===== src/shared/urx_defs.svh =====
// register map, field positions and reset values of the serial receiver
`ifndef URX_DEFS_SVH
`define URX_DEFS_SVH

// register offsets
`define URX_ADDR_IRQ_FLAGS   8'h0c
`define URX_ADDR_RX_STATUS   8'h18
`define URX_ADDR_RX_FIFO     8'h1a
`define URX_ADDR_IRQ_ENABLES 8'h8c
`define URX_ADDR_TX_STATUS   8'h98
`define URX_ADDR_BAUD_DIV    8'h99

// receive_status_control fields
`define URX_RS_SERIAL_PORT_ENABLE  7
`define URX_RS_RX9   6
`define URX_RS_SINGLE_RECEIVE_ENABLE  5
`define URX_RS_CONTINUOUS_RECEIVE_ENABLE  4
`define URX_RS_ADDRESS_DETECT_ENABLE  3
`define URX_RS_FRAMING_ERROR_BIT  2
`define URX_RS_OVERRUN_ERROR_BIT  1
`define URX_RS_RECEIVED_NINTH_BIT  0
`define URX_RS_WMASK 8'hf8

// peripheral flag / enable field
`define URX_IRQ_RX_BIT 5

// transmit_status_control fields
`define URX_TS_SYNC  4
`define URX_TS_HIGH_SPEED_BAUD_SELECT  2
`define URX_TS_TRMT  1
`define URX_TS_WMASK 8'hf5

// reset values
`define URX_RST_RX_STATUS 8'h00
`define URX_RST_TX_STATUS 8'h00
`define URX_RST_IRQ_EN    8'h00
`define URX_RST_BAUD_DIV  8'h00

// oversampling figures
`define URX_OVERSAMPLE    16
`define URX_START_MID     4'h7
`define URX_BIT_MID       4'hf
`define URX_X64_PRESCALE  2'h3

`endif


===== src/shared/urx_pkg.sv =====
// types shared by the serial receiver
package urx_pkg;

    // receive bit-level sequencer
    typedef enum logic [1:0] {
        URX_IDLE,
        URX_START,
        URX_DATA,
        URX_STOP
    } urx_state_t;

    // one fifo entry: data with its own status bits
    typedef struct packed {
        logic       framing_error_bit;
        logic       ninth;
        logic [7:0] data;
    } urx_entry_t;

    // register bus request
    typedef struct packed {
        logic [7:0] addr;
        logic [7:0] wdata;
        logic       wr;
        logic       rd;
    } urx_bus_req_t;

endpackage


===== src/rtl/urx_top.sv =====
// asynchronous serial receiver with two-deep fifo and address detect
`timescale 1ns/1ps
`include "urx_defs.svh"

module urx_top #(
    parameter int FIFO_DEPTH = 2
) (
    // clock and reset
    input  wire logic       ref_clk_in,
    input  wire logic       sys_rst_in,
    // register port
    input  wire logic [7:0] reg_addr_in,
    input  wire logic [7:0] reg_wdata_in,
    input  wire logic       reg_wr_in,
    input  wire logic       reg_rd_in,
    output logic      [7:0] reg_rdata_out,
    // serial line and system state
    input  wire logic       serial_receive_pin_in,
    input  wire logic       sleep_in,
    // interrupt request
    output logic            rx_irq_req_out
);

    localparam int PTR_W = (FIFO_DEPTH > 1) ? $clog2(FIFO_DEPTH) : 1;
    localparam int CNT_W = $clog2(FIFO_DEPTH + 1);

    urx_pkg::urx_bus_req_t bus;
    assign bus.addr  = reg_addr_in;
    assign bus.wdata = reg_wdata_in;
    assign bus.wr    = reg_wr_in;
    assign bus.rd    = reg_rd_in;

    // =========================================================
    // software registers
    logic [7:0] rs_ctrl_r;   // writable upper bits of receive status
    logic [7:0] ts_ctrl_r;
    logic [7:0] irq_en_r;
    logic [7:0] baud_div_r;
    logic       overrun_error_bit_r;

    wire wr_rs   = bus.wr && bus.addr == `URX_ADDR_RX_STATUS;
    wire wr_ts   = bus.wr && bus.addr == `URX_ADDR_TX_STATUS;
    wire wr_ien  = bus.wr && bus.addr == `URX_ADDR_IRQ_ENABLES;
    wire wr_baud = bus.wr && bus.addr == `URX_ADDR_BAUD_DIV;
    wire rd_fifo = bus.rd && bus.addr == `URX_ADDR_RX_FIFO;

    // status bits are not stored here, so writes can never reach them
    always_ff @(posedge ref_clk_in or posedge sys_rst_in) begin
        if (sys_rst_in) begin
            rs_ctrl_r <= `URX_RST_RX_STATUS;
        end else if (wr_rs) begin
            rs_ctrl_r <= bus.wdata & `URX_RS_WMASK;
        end
    end

    // transmit status is kept only for its mode bits
    always_ff @(posedge ref_clk_in or posedge sys_rst_in) begin
        if (sys_rst_in) begin
            ts_ctrl_r <= `URX_RST_TX_STATUS;
        end else if (wr_ts) begin
            ts_ctrl_r <= bus.wdata & `URX_TS_WMASK;
        end
    end

    // only the receive bit acts here, the rest is plain storage
    always_ff @(posedge ref_clk_in or posedge sys_rst_in) begin
        if (sys_rst_in) begin
            irq_en_r <= `URX_RST_IRQ_EN;
        end else if (wr_ien) begin
            irq_en_r <= bus.wdata;
        end
    end

    always_ff @(posedge ref_clk_in or posedge sys_rst_in) begin
        if (sys_rst_in) begin
            baud_div_r <= `URX_RST_BAUD_DIV;
        end else if (wr_baud) begin
            baud_div_r <= bus.wdata;
        end
    end

    wire serial_port_enable   = rs_ctrl_r[`URX_RS_SERIAL_PORT_ENABLE];
    wire rx9    = rs_ctrl_r[`URX_RS_RX9];
    wire continuous_receive_enable   = rs_ctrl_r[`URX_RS_CONTINUOUS_RECEIVE_ENABLE];
    wire address_detect_enable   = rs_ctrl_r[`URX_RS_ADDRESS_DETECT_ENABLE];
    wire sync_m = ts_ctrl_r[`URX_TS_SYNC];
    wire high_speed_baud_select   = ts_ctrl_r[`URX_TS_HIGH_SPEED_BAUD_SELECT];

    // receive logic held in reset unless port and continuous receive are enabled, sync is off and not in sleep
    wire rx_run = serial_port_enable && !sync_m && continuous_receive_enable && !sleep_in;

    // =========================================================
    // line synchroniser
    logic rx_m1_r;
    logic rx_m2_r;
    logic rx_m3_r;
    logic rx_s_r;

    always_ff @(posedge ref_clk_in or posedge sys_rst_in) begin
        if (sys_rst_in) begin
            rx_m1_r <= 1'b1;
            rx_m2_r <= 1'b1;
            rx_m3_r <= 1'b1;
            rx_s_r  <= 1'b1;
        end else begin
            rx_m1_r <= serial_receive_pin_in;
            rx_m2_r <= rx_m1_r;
            rx_m3_r <= rx_m2_r;
            // glitch of one cycle never reaches the sampler
            if (rx_m2_r == rx_m3_r) begin
                rx_s_r <= rx_m3_r;
            end
        end
    end

    // =========================================================
    // baud generator: tick at x16 (high speed) or x64, then x16 sample
    logic [7:0] brg_cnt_r;
    logic [1:0] presc_r;
    wire        brg_tick = rx_run && brg_cnt_r == baud_div_r;
    wire        smp_tick = brg_tick
                           && (high_speed_baud_select || presc_r == `URX_X64_PRESCALE);

    always_ff @(posedge ref_clk_in or posedge sys_rst_in) begin
        if (sys_rst_in) begin
            brg_cnt_r <= 8'h00;
        end else if (!rx_run || brg_tick) begin
            brg_cnt_r <= 8'h00;
        end else begin
            brg_cnt_r <= brg_cnt_r + 8'h01;
        end
    end

    always_ff @(posedge ref_clk_in or posedge sys_rst_in) begin
        if (sys_rst_in) begin
            presc_r <= 2'h0;
        end else if (!rx_run) begin
            presc_r <= 2'h0;
        end else if (brg_tick) begin
            presc_r <= presc_r + 2'h1;
        end
    end

    // =========================================================
    // bit sequencer and receive shift register
    urx_pkg::urx_state_t state_r;
    logic [3:0] os_cnt_r;
    logic [3:0] bit_idx_r;
    logic [8:0] shift_r;
    logic       line_prev_r;
    logic       frame_done;
    logic       stop_low;

    wire [3:0] last_bit = rx9 ? 4'h8 : 4'h7;

    // held high while stopped, so a line already low at enabling is taken as a falling edge
    always_ff @(posedge ref_clk_in or posedge sys_rst_in) begin
        if (sys_rst_in) begin
            line_prev_r <= 1'b1;
        end else if (!rx_run) begin
            line_prev_r <= 1'b1;
        end else if (smp_tick) begin
            line_prev_r <= rx_s_r;
        end
    end

    always_ff @(posedge ref_clk_in or posedge sys_rst_in) begin
        if (sys_rst_in) begin
            state_r   <= urx_pkg::URX_IDLE;
            os_cnt_r  <= 4'h0;
            bit_idx_r <= 4'h0;
        end else if (!rx_run) begin
            state_r   <= urx_pkg::URX_IDLE;
            os_cnt_r  <= 4'h0;
            bit_idx_r <= 4'h0;
        end else if (smp_tick) begin
            os_cnt_r <= os_cnt_r + 4'h1;
            unique case (state_r)
                urx_pkg::URX_IDLE: begin
                    os_cnt_r <= 4'h0;
                    // only a falling edge starts a frame
                    if (line_prev_r && !rx_s_r) begin
                        state_r <= urx_pkg::URX_START;
                    end
                end
                urx_pkg::URX_START: begin
                    if (os_cnt_r == `URX_START_MID) begin
                        os_cnt_r  <= 4'h0;
                        bit_idx_r <= 4'h0;
                        // false start if the line rose again
                        state_r   <= rx_s_r ? urx_pkg::URX_IDLE
                                            : urx_pkg::URX_DATA;
                    end
                end
                urx_pkg::URX_DATA: begin
                    if (os_cnt_r == `URX_BIT_MID) begin
                        bit_idx_r <= bit_idx_r + 4'h1;
                        if (bit_idx_r == last_bit) begin
                            state_r <= urx_pkg::URX_STOP;
                        end
                    end
                end
                urx_pkg::URX_STOP: begin
                    if (os_cnt_r == `URX_BIT_MID) begin
                        state_r <= urx_pkg::URX_IDLE;
                    end
                end
            endcase
        end
    end

    assign frame_done = rx_run && smp_tick && state_r == urx_pkg::URX_STOP
                        && os_cnt_r == `URX_BIT_MID;
    assign stop_low   = !rx_s_r;

    // =========================================================
    // main receive shift register, one bit per bit time
    // recovery stage samples at x16 and hands over only the centre value
    wire bit_strobe = smp_tick && state_r == urx_pkg::URX_DATA
                      && os_cnt_r == `URX_BIT_MID;

    always_ff @(posedge ref_clk_in or posedge sys_rst_in) begin
        if (sys_rst_in) begin
            shift_r <= 9'h000;
        end else if (bit_strobe) begin
            shift_r[bit_idx_r] <= rx_s_r;
        end
    end

    // =========================================================
    // acceptance: address filter, overrun
    logic [CNT_W-1:0] count_r;
    wire  fifo_full  = count_r == CNT_W'(FIFO_DEPTH);
    wire  ninth_bit  = rx9 & shift_r[8];
    // filter applies only in nine bit mode
    wire  addr_ok    = !(address_detect_enable && rx9) || shift_r[8];
    // dropped data byte simply stays in the shifter until overwritten
    wire  accept     = frame_done && addr_ok;
    wire  push       = accept && !overrun_error_bit_r && !fifo_full;
    wire  pop        = rd_fifo && count_r != '0;

    always_ff @(posedge ref_clk_in or posedge sys_rst_in) begin
        if (sys_rst_in) begin
            overrun_error_bit_r <= 1'b0;
        end else if (!continuous_receive_enable) begin
            // dropping receive enable is the logic's reset, so it wins
            overrun_error_bit_r <= 1'b0;
        end else if (accept && fifo_full) begin
            overrun_error_bit_r <= 1'b1;
        end
    end

    // =========================================================
    // receive fifo with per-entry status
    urx_pkg::urx_entry_t fifo_mem [FIFO_DEPTH];
    logic [PTR_W-1:0]    wr_ptr_r;
    logic [PTR_W-1:0]    rd_ptr_r;
    urx_pkg::urx_entry_t new_entry;
    urx_pkg::urx_entry_t head;

    assign new_entry.framing_error_bit  = stop_low;
    assign new_entry.ninth = ninth_bit;
    assign new_entry.data  = shift_r[7:0];

    // a full fifo keeps its entries: the newer word is the one lost
    genvar gi;
    generate
        for (gi = 0; gi < FIFO_DEPTH; gi++) begin : g_entry
            always_ff @(posedge ref_clk_in or posedge sys_rst_in) begin
                if (sys_rst_in) begin
                    fifo_mem[gi] <= '0;
                end else if (push && wr_ptr_r == PTR_W'(gi)) begin
                    fifo_mem[gi] <= new_entry;
                end
            end
        end
    endgenerate

    always_ff @(posedge ref_clk_in or posedge sys_rst_in) begin
        if (sys_rst_in) begin
            wr_ptr_r <= '0;
            rd_ptr_r <= '0;
            count_r  <= '0;
        end else begin
            if (push) begin
                wr_ptr_r <= (wr_ptr_r == PTR_W'(FIFO_DEPTH - 1))
                            ? '0 : wr_ptr_r + PTR_W'(1);
            end
            if (pop) begin
                rd_ptr_r <= (rd_ptr_r == PTR_W'(FIFO_DEPTH - 1))
                            ? '0 : rd_ptr_r + PTR_W'(1);
            end
            // push and pop together leave the count as it is
            if (push && !pop) begin
                count_r <= count_r + CNT_W'(1);
            end else if (pop && !push) begin
                count_r <= count_r - CNT_W'(1);
            end
        end
    end

    // framing and ninth status bits show the head entry, zero when the fifo is empty
    assign head = (count_r != '0) ? fifo_mem[rd_ptr_r] : '0;

    // flag is the fifo's occupancy, so no software clear exists
    wire rx_flag = count_r != '0;

    // =========================================================
    // read path: data one cycle after the strobe
    logic [7:0] rd_val;

    always_comb begin
        rd_val = 8'h00;
        unique case (bus.addr)
            `URX_ADDR_IRQ_FLAGS: rd_val[`URX_IRQ_RX_BIT] = rx_flag;
            `URX_ADDR_RX_STATUS: begin
                rd_val                = rs_ctrl_r;
                rd_val[`URX_RS_FRAMING_ERROR_BIT]  = head.framing_error_bit;
                rd_val[`URX_RS_OVERRUN_ERROR_BIT]  = overrun_error_bit_r;
                rd_val[`URX_RS_RECEIVED_NINTH_BIT]  = head.ninth;
            end
            `URX_ADDR_RX_FIFO:     rd_val = head.data;
            `URX_ADDR_IRQ_ENABLES: rd_val = irq_en_r;
            `URX_ADDR_TX_STATUS: begin
                rd_val               = ts_ctrl_r;
                rd_val[`URX_TS_TRMT] = 1'b1;
            end
            `URX_ADDR_BAUD_DIV:    rd_val = baud_div_r;
            default:               rd_val = 8'h00;
        endcase
    end

    always_ff @(posedge ref_clk_in or posedge sys_rst_in) begin
        if (sys_rst_in) begin
            reg_rdata_out <= 8'h00;
        end else if (bus.rd) begin
            reg_rdata_out <= rd_val;
        end else begin
            reg_rdata_out <= 8'h00;
        end
    end

    assign rx_irq_req_out = rx_flag && irq_en_r[`URX_IRQ_RX_BIT];

endmodule


===== config.mk =====
export PLATFORM = sky130hd
export DESIGN_NAME = urx_top
export DESIGN_NICKNAME = d
export VERILOG_FILES = /design/src/shared/urx_pkg.sv /design/src/rtl/urx_top.sv
export VERILOG_INCLUDE_DIRS = /design/src /design/src/shared
export SDC_FILE = /design/constraint.sdc
export NUM_CORES = 1
export LEC_CHECK = 0
export BUFFER_PORTS_ARGS = -buffer_cell sky130_fd_sc_hd__buf_2
export CAP_MARGIN = 40
export CELL_PAD_IN_SITES_DETAIL_PLACEMENT = 0
export CELL_PAD_IN_SITES_GLOBAL_PLACEMENT = 1
export CORE_MARGIN = 3
export CORE_UTILIZATION = 44
export DETAILED_ROUTE_END_ITERATION = 6
export GPL_TIMING_DRIVEN = 0
export PLACE_DENSITY_LB_ADDON = 0.1
export SYNTH_ARGS = -nofsm -noshare
export SYNTH_HDL_FRONTEND = slang
export SYNTH_SLANG_ARGS = --single-unit

===== constraint.sdc =====
create_clock -name ref_clk_in -period 2.8 [get_ports ref_clk_in]
set_clock_uncertainty 0.05 [all_clocks]
set_input_delay 0.28 -clock ref_clk_in [delete_from_list [all_inputs] [get_ports ref_clk_in]]
set_output_delay 0.28 -clock ref_clk_in [all_outputs]
set_load 0.01 [all_outputs]

Word level (Yosys, flattened, before mapping):

Index checks and enable logic that the tools add are counted.

* add/subtract/negate cells: 8
* $lt $le $gt $ge: 3
* eq/ne operators: 25
* muxes and demuxes: 41
* bitwise gates (word level): 3
* reduce and logical (&&, ||, !) cells: 45

Operators by type and width (number)
* $mux 10: 4
* $mux 4: 8
* $logic_and 1x1->1: 28
* $pmux 5 s5: 1
* $eq 8x8->1 const B: 3
* $mux 2: 12
* $eq 8x5->1 const B: 2
* $mux 8: 2
* $pmux 4 s2: 2
* $ne 3x3->1 const B: 5
* $pmux 2 s5: 1
* $bwmux 9: 1
* $logic_not 1->1: 9
* $add 4x1->4 const B: 2
* $add 8x1->8 const B: 1
* $eq 2x2->1 const B: 4
* $eq 8x4->1 const B: 1
* $eq 8x8->1: 1
* $pmux 2 s4: 1
* $mux 1: 7
* $ne 2x1->1 const B: 3
* $pmux 1 s6: 1
* $reduce_and 6->1: 1
* $lt 4x5->1 const B: 1
* 19 further kinds: 24

* register bits after elaboration: 94
* input bits: 22
* output and inout port bits: 9
* word-level logic and storage cells: 151

Longest topological paths before layout:

* depth after elaboration: 16
* gate-level depth with buffers: 8
* mapped depth without buffers: 8

Worst setup path after synthesis:

Ideal clock, no wire load.

* path kind: in2reg
* start point: in reg_addr_in[6]
* end point: reg count_r[1]
* setup time: 0.079 ns
* arrival time: 2.187 ns
* setup slack: 0.483 ns
* cell stages on the path: 8
* path through: or4b_4 > or3_4 > nor3b_4 > nand2_1 > ha_1 > xor2_1 > nor2_1 > xor2_1

* word-level cells in the longest chain between the ends: 6
* elaborated cells on any way between the ends: 8

Ends and longest elaborated chain
* start, declared: line urx_top.sv:12 `input wire logic [7:0] reg_addr_in,`
* $eq 8x5->1 (*)
* $logic_and 1x1->1 (no source line) (*)
* $logic_and 1x1->1 (*): line urx_top.sv:240 `wire pop = rd_fifo && count_r != '0;`
* $logic_not 1->1: line urx_top.sv:294 `if (push && !pop) begin`
* $logic_and 1x1->1: line urx_top.sv:294
* $mux 2 or $reduce_bool 2->1 (tied branches)
* end signal, assigned: line urx_top.sv:295 `count_r <= count_r + CNT_W'(1);`
* end signal, assigned: line urx_top.sv:297 `count_r <= count_r - CNT_W'(1);`
* end, declared: line urx_top.sv:232 `logic [CNT_W-1:0] count_r;`

Every way passes the cells marked *; elsewhere a longest branch is shown, timed or not.
A chain may end at the register's enable or synchronous reset.

Worst setup path in the final report:

* start point: reg ts_ctrl_r[4]
* end point: reg fifo_mem[18] in the netlist's numbering

* word-level cells in the longest chain between the ends: 13

Ends and longest elaborated chain
* start, declared: line urx_top.sv:36 `logic [7:0] ts_ctrl_r;`
* start signal, assigned: line urx_top.sv:59 `` ts_ctrl_r <= `URX_RST_TX_STATUS; ``
* start signal, assigned: line urx_top.sv:61 `` ts_ctrl_r <= bus.wdata & `URX_TS_WMASK; ``
* $logic_not 1->1 (*): line urx_top.sv:90 `wire rx_run = serial_port_enable && !sync_m && continuous_receive_enable && !sleep_in;`
* $logic_and 1x1->1 (*) (3 in a row): line urx_top.sv:90
* $logic_and 1x1->1: line urx_top.sv:120 `wire brg_tick = rx_run && brg_cnt_r == baud_div_r;`
* $logic_and 1x1->1: line urx_top.sv:121 `wire smp_tick = brg_tick`
* $logic_and 1x1->1 (*) (2 in a row): line urx_top.sv:212 `assign frame_done = rx_run && smp_tick && state_r == urx_pkg::URX_STOP`
* $logic_and 1x1->1 (no source line) (*)
* $logic_and 1x1->1 (*): line urx_top.sv:238 `wire accept = frame_done && addr_ok;`
* $logic_and 1x1->1 (*) (2 in a row): line urx_top.sv:239 `wire push = accept && !overrun_error_bit_r && !fifo_full;`
* $logic_and 1x1->1 (*): line urx_top.sv:272 `end else if (push && wr_ptr_r == PTR_W'(gi)) begin`
* end signal, assigned by index: line urx_top.sv:273 `fifo_mem[gi] <= new_entry;`
* end, declared: line urx_top.sv:255 `urx_pkg::urx_entry_t fifo_mem [FIFO_DEPTH];`

Marks and branches as above.

==> results.json <==
{
  "hold_viol": 0,
  "rsz0062_at_grt": "false",
  "ctsHtreeMaxLevel": 3,
  "setup_viol": 0,
  "clk_path_buf_depth": 2,
  "synth-main-ff-cell": "dfrtp_1",
  "drc_errors": 0,
  "placed_area_mm2": 0.004906,
  "dieArea_mm2": 0.01163,
  "path_delay_family": "simple AND/OR/NAND/NOR gates",
  "area.growth.synth_to_final_pct": 12.55,
  "fillCellCount": 906,
  "grt_max_degree": 69,
  "synth_nets": 409,
  "timing.slew.headroom": 0.4335,
  "ys_seq_area_frac": 0.5167,
  "crit_arrival_ns": 2.61,
  "synthCells": 379,
  "vias": 3072,
  "holdCritPathClass": "input port to flop",
  "hold_ws_ns": 0.1075,
  "crit_fanout": 10,
  "postCtsSetupBuffers": 0,
  "finalInstanceArea_mm2": 0.005137,
  "final_layout_size_suffix_gt1_frac": 0.2108,
  "gp_congestion": 0.8005,
  "ys_async_sr_fraction": 1.000,
  "worstSkewPairLatency_ns": 0.36,
  "grt_use_total": 0.1878,
  "antenna_found_initial": 0,
  "cts.sink_count": 94,
  "synth_edf_count": 0,
  "drt-initial-drc-count": 167,
  "required_ns": 3.00,
  "crit_type": "flop to flop",
  "post_drt_wl_per_cell_um": 17.64,
  "hold_depth": 2,
  "reg2regPathDepth": 6,
  "dieHeight_um": 107.9,
  "nets": 452,
  "grt_pass1_wl_um": 16830,
  "clk_pin_slew_ns": 0.10,
  "slowest_delay_ns": 0.54,
  "ios": 31,
  "cap_violations": 0,
  "placement_rows": 36,
  "placedCellCount": 542,
  "power_mw": 2.514,
  "max_freq_ghz": 0.4148,
  "finalCritPeriodShare": 0.8610,
  "cts-root-buf": "clkbuf_8",
  "yosysUniqueCellTypes": 58,
  "finalMaxSlewViolations": 0,
  "status": "complete, no violations",
  "coreArea_mm2": 0.009910,
  "critPathBufInv": 2,
  "wirelength_um": 9880,
  "grt-ovfl-total": 0,
  "synth_seq_cells": 94,
  "dr.pass1.iters": 4,
  "fin_crit_ns": 2.411,
  "path_cells": "nand4bb_1 > clkbuf_1 > nor3_1 > and4b_1 > buf_4 > mux2_1",
  "die_w_um": 107.9,
  "initial_core_util": 0.4606,
  "leakage_nw": 2.517,
  "first_global_vias": 3211,
  "cp-start-kind": "flop",
  "syn_avg_cell_area_um2": 12.04,
  "tightest_slew_ns": 0.8433,
  "ys.warnings.count": 0,
  "final_cells": 560,
  "powerDensity_mw_per_mm2": 489.4,
  "final_antenna_net_count": 0,
  "holdBufCountCts": 2,
  "crit_cells": 6,
  "drt-vias-per-instance": 5.486,
  "numCtsBuffers": 9,
  "crit_slowest_cell": "nor3_1",
  "diodes": 0,
  "cts_resized": 0,
  "cts_tree": "yes",
  "numPortBuffers": 29,
  "hpwl_um": 7063,
  "worstSetupEndpointType": "flop",
  "max-vdd-ir-drop_mv": 0.3809,
  "netlist_area_mm2": 0.004564,
  "tns_ns": 0
}
## layout by cell type, fill, tap and decap left out, types with 5 or more instances in the layout
| cell | n |
|---|---|
| dfstp_2 | 5 |
| nor2b_1 | 10 |
| mux2i_1 | 8 |
| clkbuf_8 | 9 |
| nand3_1 | 16 |
| nor3_1 | 6 |
| nand2b_1 | 6 |
| a22o_1 | 5 |
| and2_1 | 5 |
| dfrtp_1 | 89 |
| clkbuf_1 | 5 |
| buf_2 | 35 |
| inv_1 | 5 |
| and3_1 | 7 |
| a21oi_1 | 9 |
| ha_1 | 8 |
| mux2_1 | 46 |
| mux2_2 | 19 |
| nand2_1 | 21 |
| xor2_1 | 16 |
| nor2_1 | 24 |
## state kept, by name (all words and copies together), names as in the netlist, 5 cells and up
| register | flops |
|---|---|
| baud_div_r | 8 |
| ts_ctrl_r | 6 |
| shift_r | 9 |
| brg_cnt_r | 8 |
| rs_ctrl_r | 5 |
| fifo_mem | 20 |
| reg_rdata_out | 8 |
| irq_en_r | 8 |
## cell type report
class | instances | area, um2 | share of cell area
sequential | 94 | 2359 | 0.4591
multi-input combinational | 267 | 2127 | 0.4140
timing repair buffer | 32 | 192.7 | 0.03751
tap | 133 | 166.4 | 0.03239
clock buffer | 9 | 123.9 | 0.02411
clock inverter | 7 | 87.58 | 0.01705
buffer | 12 | 56.30 | 0.01096
inverter | 6 | 25.02 | 0.004871
## worst register-to-register path, stage by stage, from the launching register on
cell and delay (ns):
dfrtp_1 0.43, nand4bb_1 0.19, clkbuf_1 0.25, nor3_1 0.54, and4b_1 0.28, buf_4 0.21, mux2_1 0.35
## cell families (layout without fill, tap and decap cells)
kind of cell             count (synthesis)  in the layout  share of synthesized area
adder cells (fa/ha/maj)                  9              9                    0.02412
buffers and inverters                   18             66                    0.01727
multiplexers                            73             73                     0.1779
AND/OR/NAND/NOR                        121            121                     0.1535
flip-flops                              94             94                     0.5167
AO/OA/AOI/OAI                           44             44                    0.07210
XOR/XNOR                                20             20                    0.03838
## cell usage after synthesis, types with 7 or more instances
library cell / instances / share of area
xor2_1: 16 / 0.031
nor2b_1: 10 / 0.014
ha_1: 8 / 0.022
nor2_1: 24 / 0.020
mux2_2: 19 / 0.047
nand3_1: 16 / 0.018
nand2_1: 21 / 0.017
dfrtp_1: 89 / 0.49
a21oi_1: 9 / 0.0099
mux2_1: 46 / 0.11
mux2i_1: 8 / 0.018
and3_1: 7 / 0.0096
## metrics by stage
step | util | setup slack, ns
final | 0.5184 | 0.3891
after global routing | 0.5184 | 0.2322
after CTS | 0.5184 | 0.3793
after detailed placement | 0.4951 | 0.1200
after global placement | 0.4920 | -1.054
after floorplan | - | 0.02961
## worst paths after layout
check	from	endpoint	slack, ns
worst max-delay path	ts_ctrl_r[4]	fifo_mem[18]	0.39
worst min-delay path	reg_wdata_in[1]	irq_en_r[1]	0.11
worst max register to register	ts_ctrl_r[4]	fifo_mem[18]	0.39
worst min register to register	rx_m1_r	rx_m2_r	0.31
max in group asynchronous	sys_rst_in	line_prev_r	1.65
min in group asynchronous	sys_rst_in	bit_idx_r[1]	0.39
## routing by layer
metal  global-route usage  wire length [um]  up-vias
met3              0.03359               293       12
met1               0.2599              4742     1547
met2               0.3024              4696       49
li1                     -                 -     1464
met4              0.05410               148        0
met5                    0                 0        -
## report_power, final
part / switching, mW / internal, mW
combinational: 0.0859 / 0.0578
clock: 0.532 / 0.435
sequential: 0.0210 / 1.38
No activity file was read; power rests on OpenSTA's default activity.
